`src/verilog/exc_seq_pkg.sv`:
```
// constants, register map and state codes of the exception sequencer
package exc_seq_pkg;
    localparam int          DATA_W      = 32;
    localparam int          REG_AW      = 8;
    // register byte offsets
    localparam logic [7:0]  REG_MSR     = 8'h00;
    localparam logic [7:0]  REG_SRR_A   = 8'h04;
    localparam logic [7:0]  REG_SRR_S   = 8'h08;
    localparam logic [7:0]  REG_DFAULT  = 8'h0C;
    localparam logic [7:0]  REG_FPSC    = 8'h10;
    localparam logic [7:0]  REG_ENABLE  = 8'h14;
    localparam logic [7:0]  REG_STATUS  = 8'h18;
    // machine state fields
    localparam int          EXTERNAL_INTERRUPT_ENABLE_BIT      = 0;
    localparam int          MSR_SV      = 1;
    localparam int          RECOVERABLE_EXCEPTION_FLAG      = 2;
    localparam int          MSR_FE0     = 3;
    localparam int          MSR_FE1     = 4;
    localparam int          MSR_W       = 5;
    localparam logic [4:0]  MSR_RESET   = 5'h02;
    // instruction-caused conditions, lowest index served first
    localparam int          SYNC_N      = 8;
    localparam logic [2:0]  C_ISI       = 3'h0;
    localparam logic [2:0]  C_DSI       = 3'h1;
    localparam logic [2:0]  C_ALIGN     = 3'h2;
    localparam logic [2:0]  C_PROG      = 3'h3;
    localparam logic [2:0]  C_FPU       = 3'h4;
    localparam logic [2:0]  C_FPEN      = 3'h5;
    localparam logic [2:0]  C_TRAP      = 3'h6;
    localparam logic [2:0]  C_SC        = 3'h7;
    localparam logic [7:0]  ENABLE_RESET = 8'hFF;
    // asynchronous conditions
    localparam int          ASYNC_N     = 5;
    localparam int          A_HRST      = 0;
    localparam int          A_SRST      = 1;
    localparam int          A_MCHK      = 2;
    localparam int          A_EXT       = 3;
    localparam int          A_DEC       = 4;
    // vector offsets
    localparam logic [31:0] VEC_RESET   = 32'h0000_0100;
    localparam logic [31:0] VEC_MCHK    = 32'h0000_0200;
    localparam logic [31:0] VEC_DSI     = 32'h0000_0300;
    localparam logic [31:0] VEC_ISI     = 32'h0000_0400;
    localparam logic [31:0] VEC_EXT     = 32'h0000_0500;
    localparam logic [31:0] VEC_ALIGN   = 32'h0000_0600;
    localparam logic [31:0] VEC_PROG    = 32'h0000_0700;
    localparam logic [31:0] VEC_FPU     = 32'h0000_0800;
    localparam logic [31:0] VEC_DEC     = 32'h0000_0900;
    localparam logic [31:0] VEC_SC      = 32'h0000_0C00;
    localparam logic [31:0] INSN_BYTES  = 32'h0000_0004;

    typedef enum logic [2:0] {
        ST_IDLE    = 3'b001,
        ST_DRAIN   = 3'b010,
        ST_HANDLER = 3'b100
    } seq_state_t;

    function automatic logic [31:0] sync_vector(input logic [2:0] idx);
        case (idx)
            C_ISI:   sync_vector = VEC_ISI;
            C_DSI:   sync_vector = VEC_DSI;
            C_ALIGN: sync_vector = VEC_ALIGN;
            C_FPU:   sync_vector = VEC_FPU;
            C_SC:    sync_vector = VEC_SC;
            default: sync_vector = VEC_PROG;
        endcase
    endfunction : sync_vector
endpackage : exc_seq_pkg

```
`src/verilog/sticky_bits.sv`:
```
// per-bit sticky pending flags, set wins over clear
module sticky_bits #(
    parameter int W = 8
) (
    input  wire logic         clk_in,
    input  wire logic         rst_n_in,
    input  wire logic         ce_in,
    input  wire logic [W-1:0] set_in,
    input  wire logic [W-1:0] clr_in,
    output logic      [W-1:0] bits_out
);
    for (genvar i = 0; i < W; i++)
    begin : g_bit
        always_ff @(posedge clk_in)
        begin
            if (!rst_n_in)
                bits_out[i] <= 1'b0;
            else if (ce_in)
            begin
                if (set_in[i])
                    bits_out[i] <= 1'b1;
                else if (clr_in[i])
                    bits_out[i] <= 1'b0;
            end
        end
    end
endmodule : sticky_bits

```
`src/verilog/lowest_pick.sv`:
```
// lowest-index request picker
module lowest_pick #(
    parameter int W  = 8,
    parameter int IW = 3
) (
    input  wire logic [W-1:0]  req_in,
    output logic               any_out,
    output logic      [IW-1:0] idx_out,
    output logic      [W-1:0]  onehot_out
);
    always_comb
    begin
        any_out    = |req_in;
        idx_out    = '0;
        onehot_out = '0;
        for (int i = W - 1; i >= 0; i--)
        begin
            if (req_in[i])
            begin
                idx_out    = IW'(i);
                onehot_out = W'(1) << i;
            end
        end
    end
endmodule : lowest_pick

```
`src/verilog/precise_exception_sequencer.sv`:
```
// precise exception sequencer: vectoring, state save and in-order service
// Overview of operation
// RULE1: on entry save prior state, then redirect fetch to the exception's vector.
// RULE2: entering exception processing always switches to supervisor level.
// RULE3: conditions may be seen out of order but are served in program order.
// RULE4: instruction faults are taken only at queue head, older work done first.
// RULE5: asynchronous precise events are noted at once, served once queue empties.
// RULE6: one exception at a time; only reset or machine check preempt a handler.
// RULE7: several conditions of one instruction are served one after another.
// RULE8: entry writes restart address and prior machine status to save registers.
// RULE9: instruction faults other than trap and call save the faulting address.
// RULE10: faulting and younger instructions are held from completing.
// RULE11: return resumes at the handler-supplied saved address.
// RULE12: imprecise float mode bits are stored but float faults stay precise.
// RULE13: external and decrementer interrupts are maskable asynchronous events.
// RULE14: maskable events wait until in-flight instruction and its faults finish.
// RULE15: with no instructions in flight, take at once when restart is known.
// RULE16: reset and machine check are unmaskable; machine check may lose state.
// RULE17: recoverable flag shows whether the interrupted state can be restored.
// RULE18: specific cause goes to data fault or float status register.
// RULE19: software enables turn individual instruction conditions on or off.
// RULE20: system reset from hard, soft or power-on reset vectors to 0x100.
// RULE21: external interrupt at 0x500 only with enable bit set and input high.
// RULE22: flush and redirect issue in the same cycle entry commits; here both are registered and issue one cycle after commit.
module precise_exception_sequencer
    import exc_seq_pkg::*;
(
    input  wire logic              clk_in,
    input  wire logic              rst_n_in,
    input  wire logic              ce_in,
    input  wire logic [REG_AW-1:0] reg_addr_in,
    input  wire logic [DATA_W-1:0] reg_wdata_in,
    input  wire logic              reg_wr_in,
    input  wire logic              reg_rd_in,
    output logic      [DATA_W-1:0] reg_rdata_out,
    input  wire logic              head_valid_in,
    input  wire logic [DATA_W-1:0] head_pc_in,
    input  wire logic [SYNC_N-1:0] head_exc_in,
    input  wire logic [DATA_W-1:0] dfault_cause_in,
    input  wire logic [DATA_W-1:0] fp_cause_in,
    input  wire logic              cq_empty_in,
    input  wire logic              restart_valid_in,
    input  wire logic [DATA_W-1:0] restart_pc_in,
    input  wire logic              hard_reset_input_in,
    input  wire logic              soft_reset_input_in,
    input  wire logic              mchk_in,
    input  wire logic              ext_int_in,
    input  wire logic              dec_msb_in,
    input  wire logic              rfi_in,
    output logic                   flush_out,
    output logic                   redirect_valid_out,
    output logic      [DATA_W-1:0] redirect_pc_out,
    output logic                   supervisor_out,
    output logic                   stall_dispatch_out,
    output logic                   hold_head_out
);
    ////////////////////////////////////////////////////////////////////////////
    // declarations
    seq_state_t          state_q;
    seq_state_t          state_d;
    logic [MSR_W-1:0]    msr_q;
    logic [DATA_W-1:0]   save_restore_addr_reg_q;
    logic [MSR_W-1:0]    save_restore_status_reg_q;
    logic [DATA_W-1:0]   data_fault_cause_reg_q;
    logic [DATA_W-1:0]   float_status_control_reg_q;
    logic [SYNC_N-1:0]   enable_q;
    logic [DATA_W-1:0]   sync_pc_q;
    logic                por_q;
    logic                hrst_prev_q;
    logic                srst_prev_q;
    logic                mchk_prev_q;
    logic                dec_prev_q;
    logic [ASYNC_N-1:0]  apend;
    logic [ASYNC_N-1:0]  aset;
    logic [ASYNC_N-1:0]  aclr;
    logic [SYNC_N-1:0]   spend;
    logic [SYNC_N-1:0]   sset;
    logic [SYNC_N-1:0]   sclr;
    logic [SYNC_N-1:0]   sync_onehot;
    logic [2:0]          sync_idx;
    logic                sync_any;
    logic                load_sync;
    logic                take_rst;
    logic                commit_rst;
    logic                commit_mchk;
    logic                commit_sync;
    logic                commit_async;
    logic                commit;
    logic                async_ok;
    logic                do_rfi;
    logic [DATA_W-1:0]   vec;
    logic [DATA_W-1:0]   save_pc;
    logic [MSR_W-1:0]    save_msr;
    logic                wr_msr;

    ////////////////////////////////////////////////////////////////////////////
    // pending conditions
    assign load_sync = head_valid_in && !sync_any && state_q != ST_HANDLER; // see RULE3
    assign sset      = load_sync ? (head_exc_in & enable_q) : '0; // see RULE19

    always_comb
    begin
        aset         = '0;
        aset[A_HRST] = por_q || (hard_reset_input_in && !hrst_prev_q); // see RULE20
        aset[A_SRST] = soft_reset_input_in && !srst_prev_q; // see RULE20
        aset[A_MCHK] = mchk_in && !mchk_prev_q; // see RULE16
        aset[A_EXT]  = ext_int_in && msr_q[EXTERNAL_INTERRUPT_ENABLE_BIT]; // see RULE21
        aset[A_DEC]  = dec_msb_in && !dec_prev_q && msr_q[EXTERNAL_INTERRUPT_ENABLE_BIT]; // see RULE13
    end

    sticky_bits #(
        .W        (ASYNC_N)
    ) u_async_pend (
        .clk_in   (clk_in),
        .rst_n_in (rst_n_in),
        .ce_in    (ce_in),
        .set_in   (aset),
        .clr_in   (aclr),
        .bits_out (apend)
    );

    sticky_bits #(
        .W        (SYNC_N)
    ) u_sync_pend (
        .clk_in   (clk_in),
        .rst_n_in (rst_n_in),
        .ce_in    (ce_in),
        .set_in   (sset),
        .clr_in   (sclr),
        .bits_out (spend)
    );

    lowest_pick #(
        .W          (SYNC_N),
        .IW         (3)
    ) u_pick (
        .req_in     (spend),
        .any_out    (sync_any),
        .idx_out    (sync_idx),
        .onehot_out (sync_onehot)
    );

    always_ff @(posedge clk_in)
    begin
        if (!rst_n_in)
        begin
            por_q       <= 1'b1;
            hrst_prev_q <= 1'b0;
            srst_prev_q <= 1'b0;
            mchk_prev_q <= 1'b0;
            dec_prev_q  <= 1'b0;
        end
        else if (ce_in)
        begin
            por_q       <= 1'b0;
            hrst_prev_q <= hard_reset_input_in;
            srst_prev_q <= soft_reset_input_in;
            mchk_prev_q <= mchk_in;
            dec_prev_q  <= dec_msb_in;
        end
    end

    always_ff @(posedge clk_in)
    begin
        if (!rst_n_in)
            sync_pc_q <= '0;
        else if (ce_in && load_sync && |sset)
            sync_pc_q <= head_pc_in; // see RULE9
    end

    ////////////////////////////////////////////////////////////////////////////
    // entry decision
    always_comb
    begin
        take_rst     = apend[A_HRST] || apend[A_SRST];
        commit_rst   = take_rst; // see RULE6
        commit_mchk  = !take_rst && apend[A_MCHK]; // see RULE6
        commit_sync  = !take_rst && !apend[A_MCHK] && state_q != ST_HANDLER
                       && sync_any; // see RULE4
        async_ok     = state_q == ST_DRAIN && cq_empty_in && restart_valid_in
                       && !head_valid_in && !sync_any; // see RULE5
        commit_async = !take_rst && !apend[A_MCHK] && async_ok
                       && (apend[A_EXT] || apend[A_DEC]); // see RULE15
        commit       = commit_rst || commit_mchk || commit_sync || commit_async;
        do_rfi       = !commit && state_q == ST_HANDLER && rfi_in; // see RULE11
        aclr         = '0;
        sclr         = '0;
        vec          = VEC_PROG;
        save_pc      = restart_pc_in;
        if (commit_rst)
        begin
            vec          = VEC_RESET; // see RULE20
            save_pc      = head_valid_in ? head_pc_in : restart_pc_in;
            aclr[A_HRST] = 1'b1;
            aclr[A_SRST] = 1'b1;
        end
        else if (commit_mchk)
        begin
            vec          = VEC_MCHK;
            save_pc      = head_valid_in ? head_pc_in : restart_pc_in;
            aclr[A_MCHK] = 1'b1;
        end
        else if (commit_sync)
        begin
            vec  = sync_vector(sync_idx); // see RULE1
            sclr = sync_onehot; // see RULE7
            if (sync_idx == C_SC || sync_idx == C_TRAP)
                save_pc = sync_pc_q + INSN_BYTES;
            else
                save_pc = sync_pc_q; // see RULE9
        end
        else if (commit_async)
        begin
            if (apend[A_EXT])
            begin
                vec         = VEC_EXT; // see RULE21
                aclr[A_EXT] = 1'b1;
            end
            else
            begin
                vec         = VEC_DEC;
                aclr[A_DEC] = 1'b1;
            end
        end
        save_msr         = msr_q;
        save_msr[RECOVERABLE_EXCEPTION_FLAG] = msr_q[RECOVERABLE_EXCEPTION_FLAG] && state_q != ST_HANDLER; // see RULE17
    end

    always_comb
    begin
        case (state_q)
            ST_IDLE:
                state_d = (apend[A_EXT] || apend[A_DEC]) ? ST_DRAIN : ST_IDLE; // see RULE14
            ST_DRAIN:
                state_d = ST_DRAIN;
            ST_HANDLER:
                state_d = do_rfi ? ST_IDLE : ST_HANDLER;
            default:
                state_d = ST_IDLE;
        endcase
        if (commit)
            state_d = ST_HANDLER;
    end

    always_ff @(posedge clk_in)
    begin
        if (!rst_n_in)
            state_q <= ST_IDLE;
        else if (ce_in)
            state_q <= state_d;
    end

    ////////////////////////////////////////////////////////////////////////////
    // pipeline control outputs
    always_ff @(posedge clk_in)
    begin
        if (!rst_n_in)
        begin
            flush_out          <= 1'b0;
            redirect_valid_out <= 1'b0;
            redirect_pc_out    <= '0;
        end
        else if (ce_in)
        begin
            flush_out          <= commit || do_rfi; // see RULE22
            redirect_valid_out <= commit || do_rfi; // see RULE22
            if (commit)
                redirect_pc_out <= vec; // see RULE1
            else if (do_rfi)
                redirect_pc_out <= save_restore_addr_reg_q; // see RULE11
        end
    end

    always_ff @(posedge clk_in)
    begin
        if (!rst_n_in)
        begin
            stall_dispatch_out <= 1'b0;
            hold_head_out      <= 1'b0;
        end
        else if (ce_in)
        begin
            stall_dispatch_out <= state_d == ST_DRAIN; // see RULE14
            hold_head_out      <= sync_any || |sset; // see RULE10
        end
    end

    assign supervisor_out = msr_q[MSR_SV];

    ////////////////////////////////////////////////////////////////////////////
    // register file
    assign wr_msr = reg_wr_in && reg_addr_in == REG_MSR;

    always_ff @(posedge clk_in)
    begin
        if (!rst_n_in)
            msr_q <= MSR_RESET;
        else if (ce_in)
        begin
            if (commit)
            begin
                msr_q[MSR_SV] <= 1'b1; // see RULE2
                msr_q[EXTERNAL_INTERRUPT_ENABLE_BIT] <= 1'b0;
                msr_q[RECOVERABLE_EXCEPTION_FLAG] <= 1'b0;
            end
            else if (do_rfi)
                msr_q <= save_restore_status_reg_q;
            else if (wr_msr)
                msr_q <= reg_wdata_in[MSR_W-1:0]; // see RULE12
        end
    end

    always_ff @(posedge clk_in)
    begin
        if (!rst_n_in)
        begin
            save_restore_addr_reg_q   <= '0;
            save_restore_status_reg_q <= MSR_RESET;
        end
        else if (ce_in)
        begin
            if (commit)
            begin
                save_restore_addr_reg_q   <= save_pc; // see RULE8
                save_restore_status_reg_q <= save_msr; // see RULE8
            end
            else
            begin
                if (reg_wr_in && reg_addr_in == REG_SRR_A)
                    save_restore_addr_reg_q <= reg_wdata_in;
                if (reg_wr_in && reg_addr_in == REG_SRR_S)
                    save_restore_status_reg_q <= reg_wdata_in[MSR_W-1:0];
            end
        end
    end

    always_ff @(posedge clk_in)
    begin
        if (!rst_n_in)
            data_fault_cause_reg_q <= '0;
        else if (ce_in)
        begin
            if (sset[C_DSI] || sset[C_ALIGN])
                data_fault_cause_reg_q <= dfault_cause_in; // see RULE18
            else if (reg_wr_in && reg_addr_in == REG_DFAULT)
                data_fault_cause_reg_q <= reg_wdata_in;
        end
    end

    always_ff @(posedge clk_in)
    begin
        if (!rst_n_in)
            float_status_control_reg_q <= '0;
        else if (ce_in)
        begin
            if (sset[C_FPEN])
                float_status_control_reg_q <= float_status_control_reg_q
                                              | fp_cause_in; // see RULE18
            else if (reg_wr_in && reg_addr_in == REG_FPSC)
                float_status_control_reg_q <= reg_wdata_in;
        end
    end

    always_ff @(posedge clk_in)
    begin
        if (!rst_n_in)
            enable_q <= ENABLE_RESET;
        else if (ce_in && reg_wr_in && reg_addr_in == REG_ENABLE)
            enable_q <= reg_wdata_in[SYNC_N-1:0]; // see RULE19
    end

    always_ff @(posedge clk_in)
    begin
        if (!rst_n_in)
            reg_rdata_out <= '0;
        else if (ce_in)
        begin
            reg_rdata_out <= '0;
            if (reg_rd_in)
            begin
                case (reg_addr_in)
                    REG_MSR:    reg_rdata_out <= DATA_W'(msr_q);
                    REG_SRR_A:  reg_rdata_out <= save_restore_addr_reg_q;
                    REG_SRR_S:  reg_rdata_out <= DATA_W'(save_restore_status_reg_q);
                    REG_DFAULT: reg_rdata_out <= data_fault_cause_reg_q;
                    REG_FPSC:   reg_rdata_out <= float_status_control_reg_q;
                    REG_ENABLE: reg_rdata_out <= DATA_W'(enable_q);
                    REG_STATUS: reg_rdata_out <= DATA_W'({state_q, apend, spend});
                    default:    reg_rdata_out <= '0;
                endcase
            end
        end
    end

    ////////////////////////////////////////////////////////////////////////////
    // checks
    property p_flush_redirect;
        @(posedge clk_in) disable iff (!rst_n_in)
        (ce_in && commit) |=> (flush_out && redirect_valid_out && supervisor_out);
    endproperty
    a_flush_redirect: assert property (p_flush_redirect) // see RULE22
        else $error("entry without flush, redirect or supervisor");

    property p_reset_vector;
        @(posedge clk_in) disable iff (!rst_n_in)
        (ce_in && commit_rst) |=> (redirect_pc_out == VEC_RESET);
    endproperty
    a_reset_vector: assert property (p_reset_vector) // see RULE20
        else $error("system reset not sent to its vector");

    property p_ext_vector;
        @(posedge clk_in) disable iff (!rst_n_in)
        (ce_in && commit_async && apend[A_EXT]) |=> (redirect_pc_out == VEC_EXT);
    endproperty
    a_ext_vector: assert property (p_ext_vector) // see RULE21
        else $error("external interrupt not sent to its vector");

    property p_ext_masked;
        @(posedge clk_in) disable iff (!rst_n_in)
        (ce_in && !msr_q[EXTERNAL_INTERRUPT_ENABLE_BIT] && !apend[A_EXT]) |=> !apend[A_EXT];
    endproperty
    a_ext_masked: assert property (p_ext_masked) // see RULE13
        else $error("external interrupt noted while masked");

    property p_one_at_a_time;
        @(posedge clk_in) disable iff (!rst_n_in)
        (state_q == ST_HANDLER && !take_rst && !apend[A_MCHK]) |-> !commit;
    endproperty
    a_one_at_a_time: assert property (p_one_at_a_time) // see RULE6
        else $error("second exception entered inside a handler");

    property p_async_drained;
        @(posedge clk_in) disable iff (!rst_n_in)
        commit_async |-> (cq_empty_in && restart_valid_in && !sync_any);
    endproperty
    a_async_drained: assert property (p_async_drained) // see RULE5
        else $error("asynchronous entry before queue drained");

    property p_fault_address;
        @(posedge clk_in) disable iff (!rst_n_in)
        (ce_in && commit_sync && sync_idx != C_SC && sync_idx != C_TRAP)
        |=> (save_restore_addr_reg_q == $past(sync_pc_q));
    endproperty
    a_fault_address: assert property (p_fault_address) // see RULE9
        else $error("saved address is not the faulting instruction");

    property p_sequential;
        @(posedge clk_in) disable iff (!rst_n_in)
        (ce_in && commit_sync) |=> ($countones(spend) == $countones($past(spend)) - 1);
    endproperty
    a_sequential: assert property (p_sequential) // see RULE7
        else $error("conditions of one instruction not served singly");

    property p_unrecoverable;
        @(posedge clk_in) disable iff (!rst_n_in)
        (ce_in && (commit_rst || commit_mchk) && state_q == ST_HANDLER)
        |=> !save_restore_status_reg_q[RECOVERABLE_EXCEPTION_FLAG];
    endproperty
    a_unrecoverable: assert property (p_unrecoverable) // see RULE17
        else $error("preempted handler reported as recoverable");
endmodule : precise_exception_sequencer

```
`config.mk`:
```
export PLATFORM = sky130hd
export DESIGN_NAME = precise_exception_sequencer
export DESIGN_NICKNAME = d
export VERILOG_FILES = /design/src/verilog/exc_seq_pkg.sv /design/src/verilog/sticky_bits.sv /design/src/verilog/lowest_pick.sv /design/src/verilog/precise_exception_sequencer.sv
export SDC_FILE = /design/constraint.sdc
export NUM_CORES = 1
export LEC_CHECK = 0
export ABC_AREA = 1
export BUFFER_PORTS_ARGS = -buffer_cell sky130_fd_sc_hd__clkbuf_2
export CAP_MARGIN = 5
export CORE_MARGIN = 8
export CORE_UTILIZATION = 40
export CTS_CLUSTER_SIZE = 28
export DETAILED_ROUTE_END_ITERATION = 10
export MAX_ROUTING_LAYER = met4
export PLACE_DENSITY = 0.72
export SLEW_MARGIN = 20
export SYNTH_ARGS = -nofsm -noshare
export SYNTH_HDL_FRONTEND = slang
export SYNTH_HIERARCHICAL = 1
export SYNTH_SLANG_ARGS = --single-unit
```
`constraint.sdc`:
```
create_clock -name clk_in -period 2.4 [get_ports clk_in]
set_input_delay 0.48 -clock clk_in [delete_from_list [all_inputs] [get_ports clk_in]]
set_output_delay 0.48 -clock clk_in [all_outputs]
set_load 0.03 [all_outputs]
```
==> summary.md <==
| Metric | Value |
|---|---|
| Outcome | `complete, no violations` |
| ANT nets after route | `0` |
| Synth cell types | `48` |
| Fraction of layout cells with a size suffix above 1 | `20.30%` |
| CP most frequent cell | `nand2_1` |
| Final Routed Wirelength | `about 51,000 um` |
| Site Rows | `65` |
| Htree depth | `1` |
| TritonCTS clock tree | `done` |
| Max-Cap Viols | `0` |
| Die W | `193.7 um` |
| CP startpoint kind | `flop` |
| Largest net degree at the start of global routing | `54` |
| Count of final setup violators | `0` |
| Fmax | `426.9 MHz` |
| CP top delay family | `simple AND/OR/NAND/NOR gates` |
| Placed Cells | `2,585` |
| Sequential-to-total area share from yosys stat | `37.08%` |
| Layout Cells excl Fill | `2,634` |
| Gate Count Post-Synth | `1,959` |
| Setup crit start | `u_sync_pend/bits_out[6]` |
| Mapped Nets | `2,150` |
| Height of the die | `193.7 um` |
| Yosys reg bits | `~230` |
| Detailed placer's ending HPWL | `39,090 um` |
| Ys async rst share | `0%` |
| Worst EP arrival | `2.81 ns` |
| Final min period | `2.343 ns` |
| Synthesized area | `12,630 um^2` |
| Antenna diode count | `0` |
| Total core area | `31,310 um^2` |
| Min Hold Slack | `0.1882 ns` |
| Pins over their slew limit | `0` |
| Yosys warns | `6` |
| Post-synth EDFFs | `0` |
| Slowest stage cell, crit path | `dfxtp_1` |
| Initial cell density of the core | `about two fifths` |
| Clock Pin Slew Worst Setup and Hold Paths | `0.06 ns` |
| Rel. slew slack | `60.23%` |
| WS Path Type | `flop to flop` |
| Layout Skew | `~0.013 ns` |
| CP required | `2.86 ns` |
| NumNets Final | `2,407` |
| PortBufs | `258` |
| CTS sink count | `234` |
| Fillcell total | `3,196` |
| Synth Area per Inst | `6.449 um^2` |
| Area Growth Syn to Fin | `24.09%` |
| Final hold vios | `0` |
| Initial drt markers | `1,380` |
| Hold Crit Start | `soft_reset_input_in` |
| CP Cell Sequence | `or2_4 -> nor2_4 -> nand3_4 -> nand2_1 -> nand2_2 -> inv_2 -> nand2_2 -> buf_4 -> nor2_1 -> o21ai_0 -> nand2_1 -> nand2_1 -> nor2_1` |
| Period Utilization, post-route | `97.61%` |
| Wirelength per Cell | `19.42 um` |
| Die footprint | `37,530 um^2` |
| Start of the worst register-to-register path | `u_sync_pend/bits_out[6]` |
| Placer Congestion | `approximately 0.97` |
| Vias in the first global route | `about 14,000` |
| Crit path max fanout | `6` |
| Max clock buf depth | `3` |
| Worst skew pair latency | `0.54 ns` |
| Post-synth top flop | `dfxtp_1` |
| Root Buffer | `clkbuf_16` |
| Maximum vdd drop | `462.1 uV` |
| Vias | `14,360` |
| Vias per cell | `5.452` |
| Drt pass-1 iters | `5` |
| Leakage | `7.014 nW` |
| # IOs | `259` |
| Slew @ Worst Pin | `slightly below 0.6 ns` |
| RSZ-0062 raised after global routing | `yes` |
| Pwr dens | `740.0 nW/um^2` |
| Overflow after GRT | `0` |
| Crit-path max cell delay | `0.33 ns` |
| Hold Buf Count CTS | `0` |
| Cts bufs inserted | `27` |
| Hold crit path type | `input port to flop` |
| First-pass GRT wire length | `78,710 um` |
| PnR Total Power | `~12 mW` |
| Initial antenna violation count | `0` |
| Overall Global Routing Usage | `roughly a quarter` |
| Setup crit end kind | `flop` |
| WP buf/inv | `2` |
| Drc violations | `0` |
## cells in the mapped netlist (all sizes together), types with 3 or more instances
cell | n | share of area, %
nand2 | 548 | 16
a21oi | 217 | 8.7
clkinv | 3 | 0.089
o2111ai | 6 | 0.42
clkbuf | 68 | 2.0
buf | 50 | 2.2
o211a | 22 | 1.7
inv | 138 | 4.1
o22ai | 3 | 0.15
o21ai | 167 | 6.6
xor2 | 7 | 0.49
o211ai | 20 | 1.2
dfxtp | 234 | 37
nand3b | 34 | 2.0
a31oi | 6 | 0.30
a22oi | 4 | 0.24
o31ai | 3 | 0.18
nor3 | 15 | 0.80
or2 | 20 | 1.0
nand4 | 16 | 0.79
nor2 | 239 | 7.3
o21bai | 5 | 0.30
nand3 | 122 | 5.0
## routing by layer
layer | global-route usage, % | vias up | routed length (um)
met5 | - | - | 0
met4 | 6.556 | 0 | 1198
met3 | 3.922 | 77 | 4243
met2 | 41.02 | 650 | 22500
met1 | 36.23 | 6701 | 23210
li1 | - | 6933 | -
## sequential cells by signal, summed over array words and instances (netlist names), 8 cells and up
name,count
enable_q,8
reg_rdata_out,32
data_fault_cause_reg_q,32
redirect_pc_out,32
save_restore_addr_reg_q,32
u_sync_pend/bits_out,8
sync_pc_q,32
float_status_control_reg_q,32
## where the power goes
group          switching, mW  total, mW  internal, mW
Combinational           1.95       3.02          1.07
Sequential             0.307       4.55          4.24
Clock                   1.67       4.03          2.36
Total                   3.93       11.6          7.67
## final timing paths
kind | end | slack, ns | cells past startpoint
worst max-delay path | msr_q[4] | 0.06 | 13
worst min-delay path | srst_prev_q | 0.19 | 3
worst max register to register | msr_q[4] | 0.06 | 13
worst min register to register | float_status_control_reg_q[1] | 0.46 | 2
## cells by family (layout without fill, tap and decap cells)
group	Yosys count	after routing	share of synthesized area [%]
xor+xnor	9	9	0.6240
flops	234	234	37.08
buf+inv	259	532	8.379
simple gates	997	997	33.62
fa+ha+maj	1	1	0.09902
compound gates	459	459	20.19
## worst min-delay path: cells and delay by family
kind / cells / cell delay [ns]
buffers and inverters: 2 / 0.14
AO/OA/AOI/OAI: 1 / 0.06
## through the flow
stage	instance area, um^2	TNS (ns)	setup WS (ns)	util (%)
6_report	15680	0	0.05744	50.07
5_1_grt	15680	0	0.0002474	50.07
3_5_place_dp	14710	-0.03055	-0.03055	46.99
4_1_cts	15570	0	0.009466	49.73
3_3_place_gp	14710	0	0.004265	46.99
2_1_floorplan	12630	0	0.2942	-
## layout by cell type, fill, tap and decap left out, drive strengths merged, types with 4 or more instances in the layout
| master | netlist | final |
|---|---|---|
| clkinv | 3 | 6 |
| nand2 | 548 | 548 |
| a22oi | 4 | 4 |
| buf | 50 | 89 |
| o21ai | 167 | 167 |
| xor2 | 7 | 7 |
| or2 | 20 | 20 |
| nand3b | 34 | 34 |
| o21bai | 5 | 5 |
| nor2 | 239 | 239 |
| dfxtp | 234 | 234 |
| o211ai | 20 | 20 |
| clkbuf | 68 | 296 |
| o211a | 22 | 22 |
| nor3 | 15 | 15 |
| a21oi | 217 | 217 |
| nand4 | 16 | 16 |
| o2111ai | 6 | 6 |
| a31oi | 6 | 6 |
| nand3 | 122 | 122 |
| inv | 138 | 138 |
## timing repair
| item | 4_1_cts | 5_1_grt |
|---|---|---|
| buffers inserted | 0 | 4 |
| pin swaps | 0 | 6 |
| resized for setup | 3 | 15 |
| setup endpoints to repair | 3 | 134 |
## final cells by class
type                            count  area, um^2  share of cell area [%]
Multi-Input combinational cell   1466        6964                   44.42
Inverter                          141       531.8                   3.392
Tap cell                          402       503.0                   3.209
Clock inverter                      6       60.06                  0.3831
Timing Repair Buffer              346        2142                   13.66
Clock buffer                       39       790.8                   5.044
Sequential cell                   234        4684                   29.88
(Power assumes the default switching activity.)
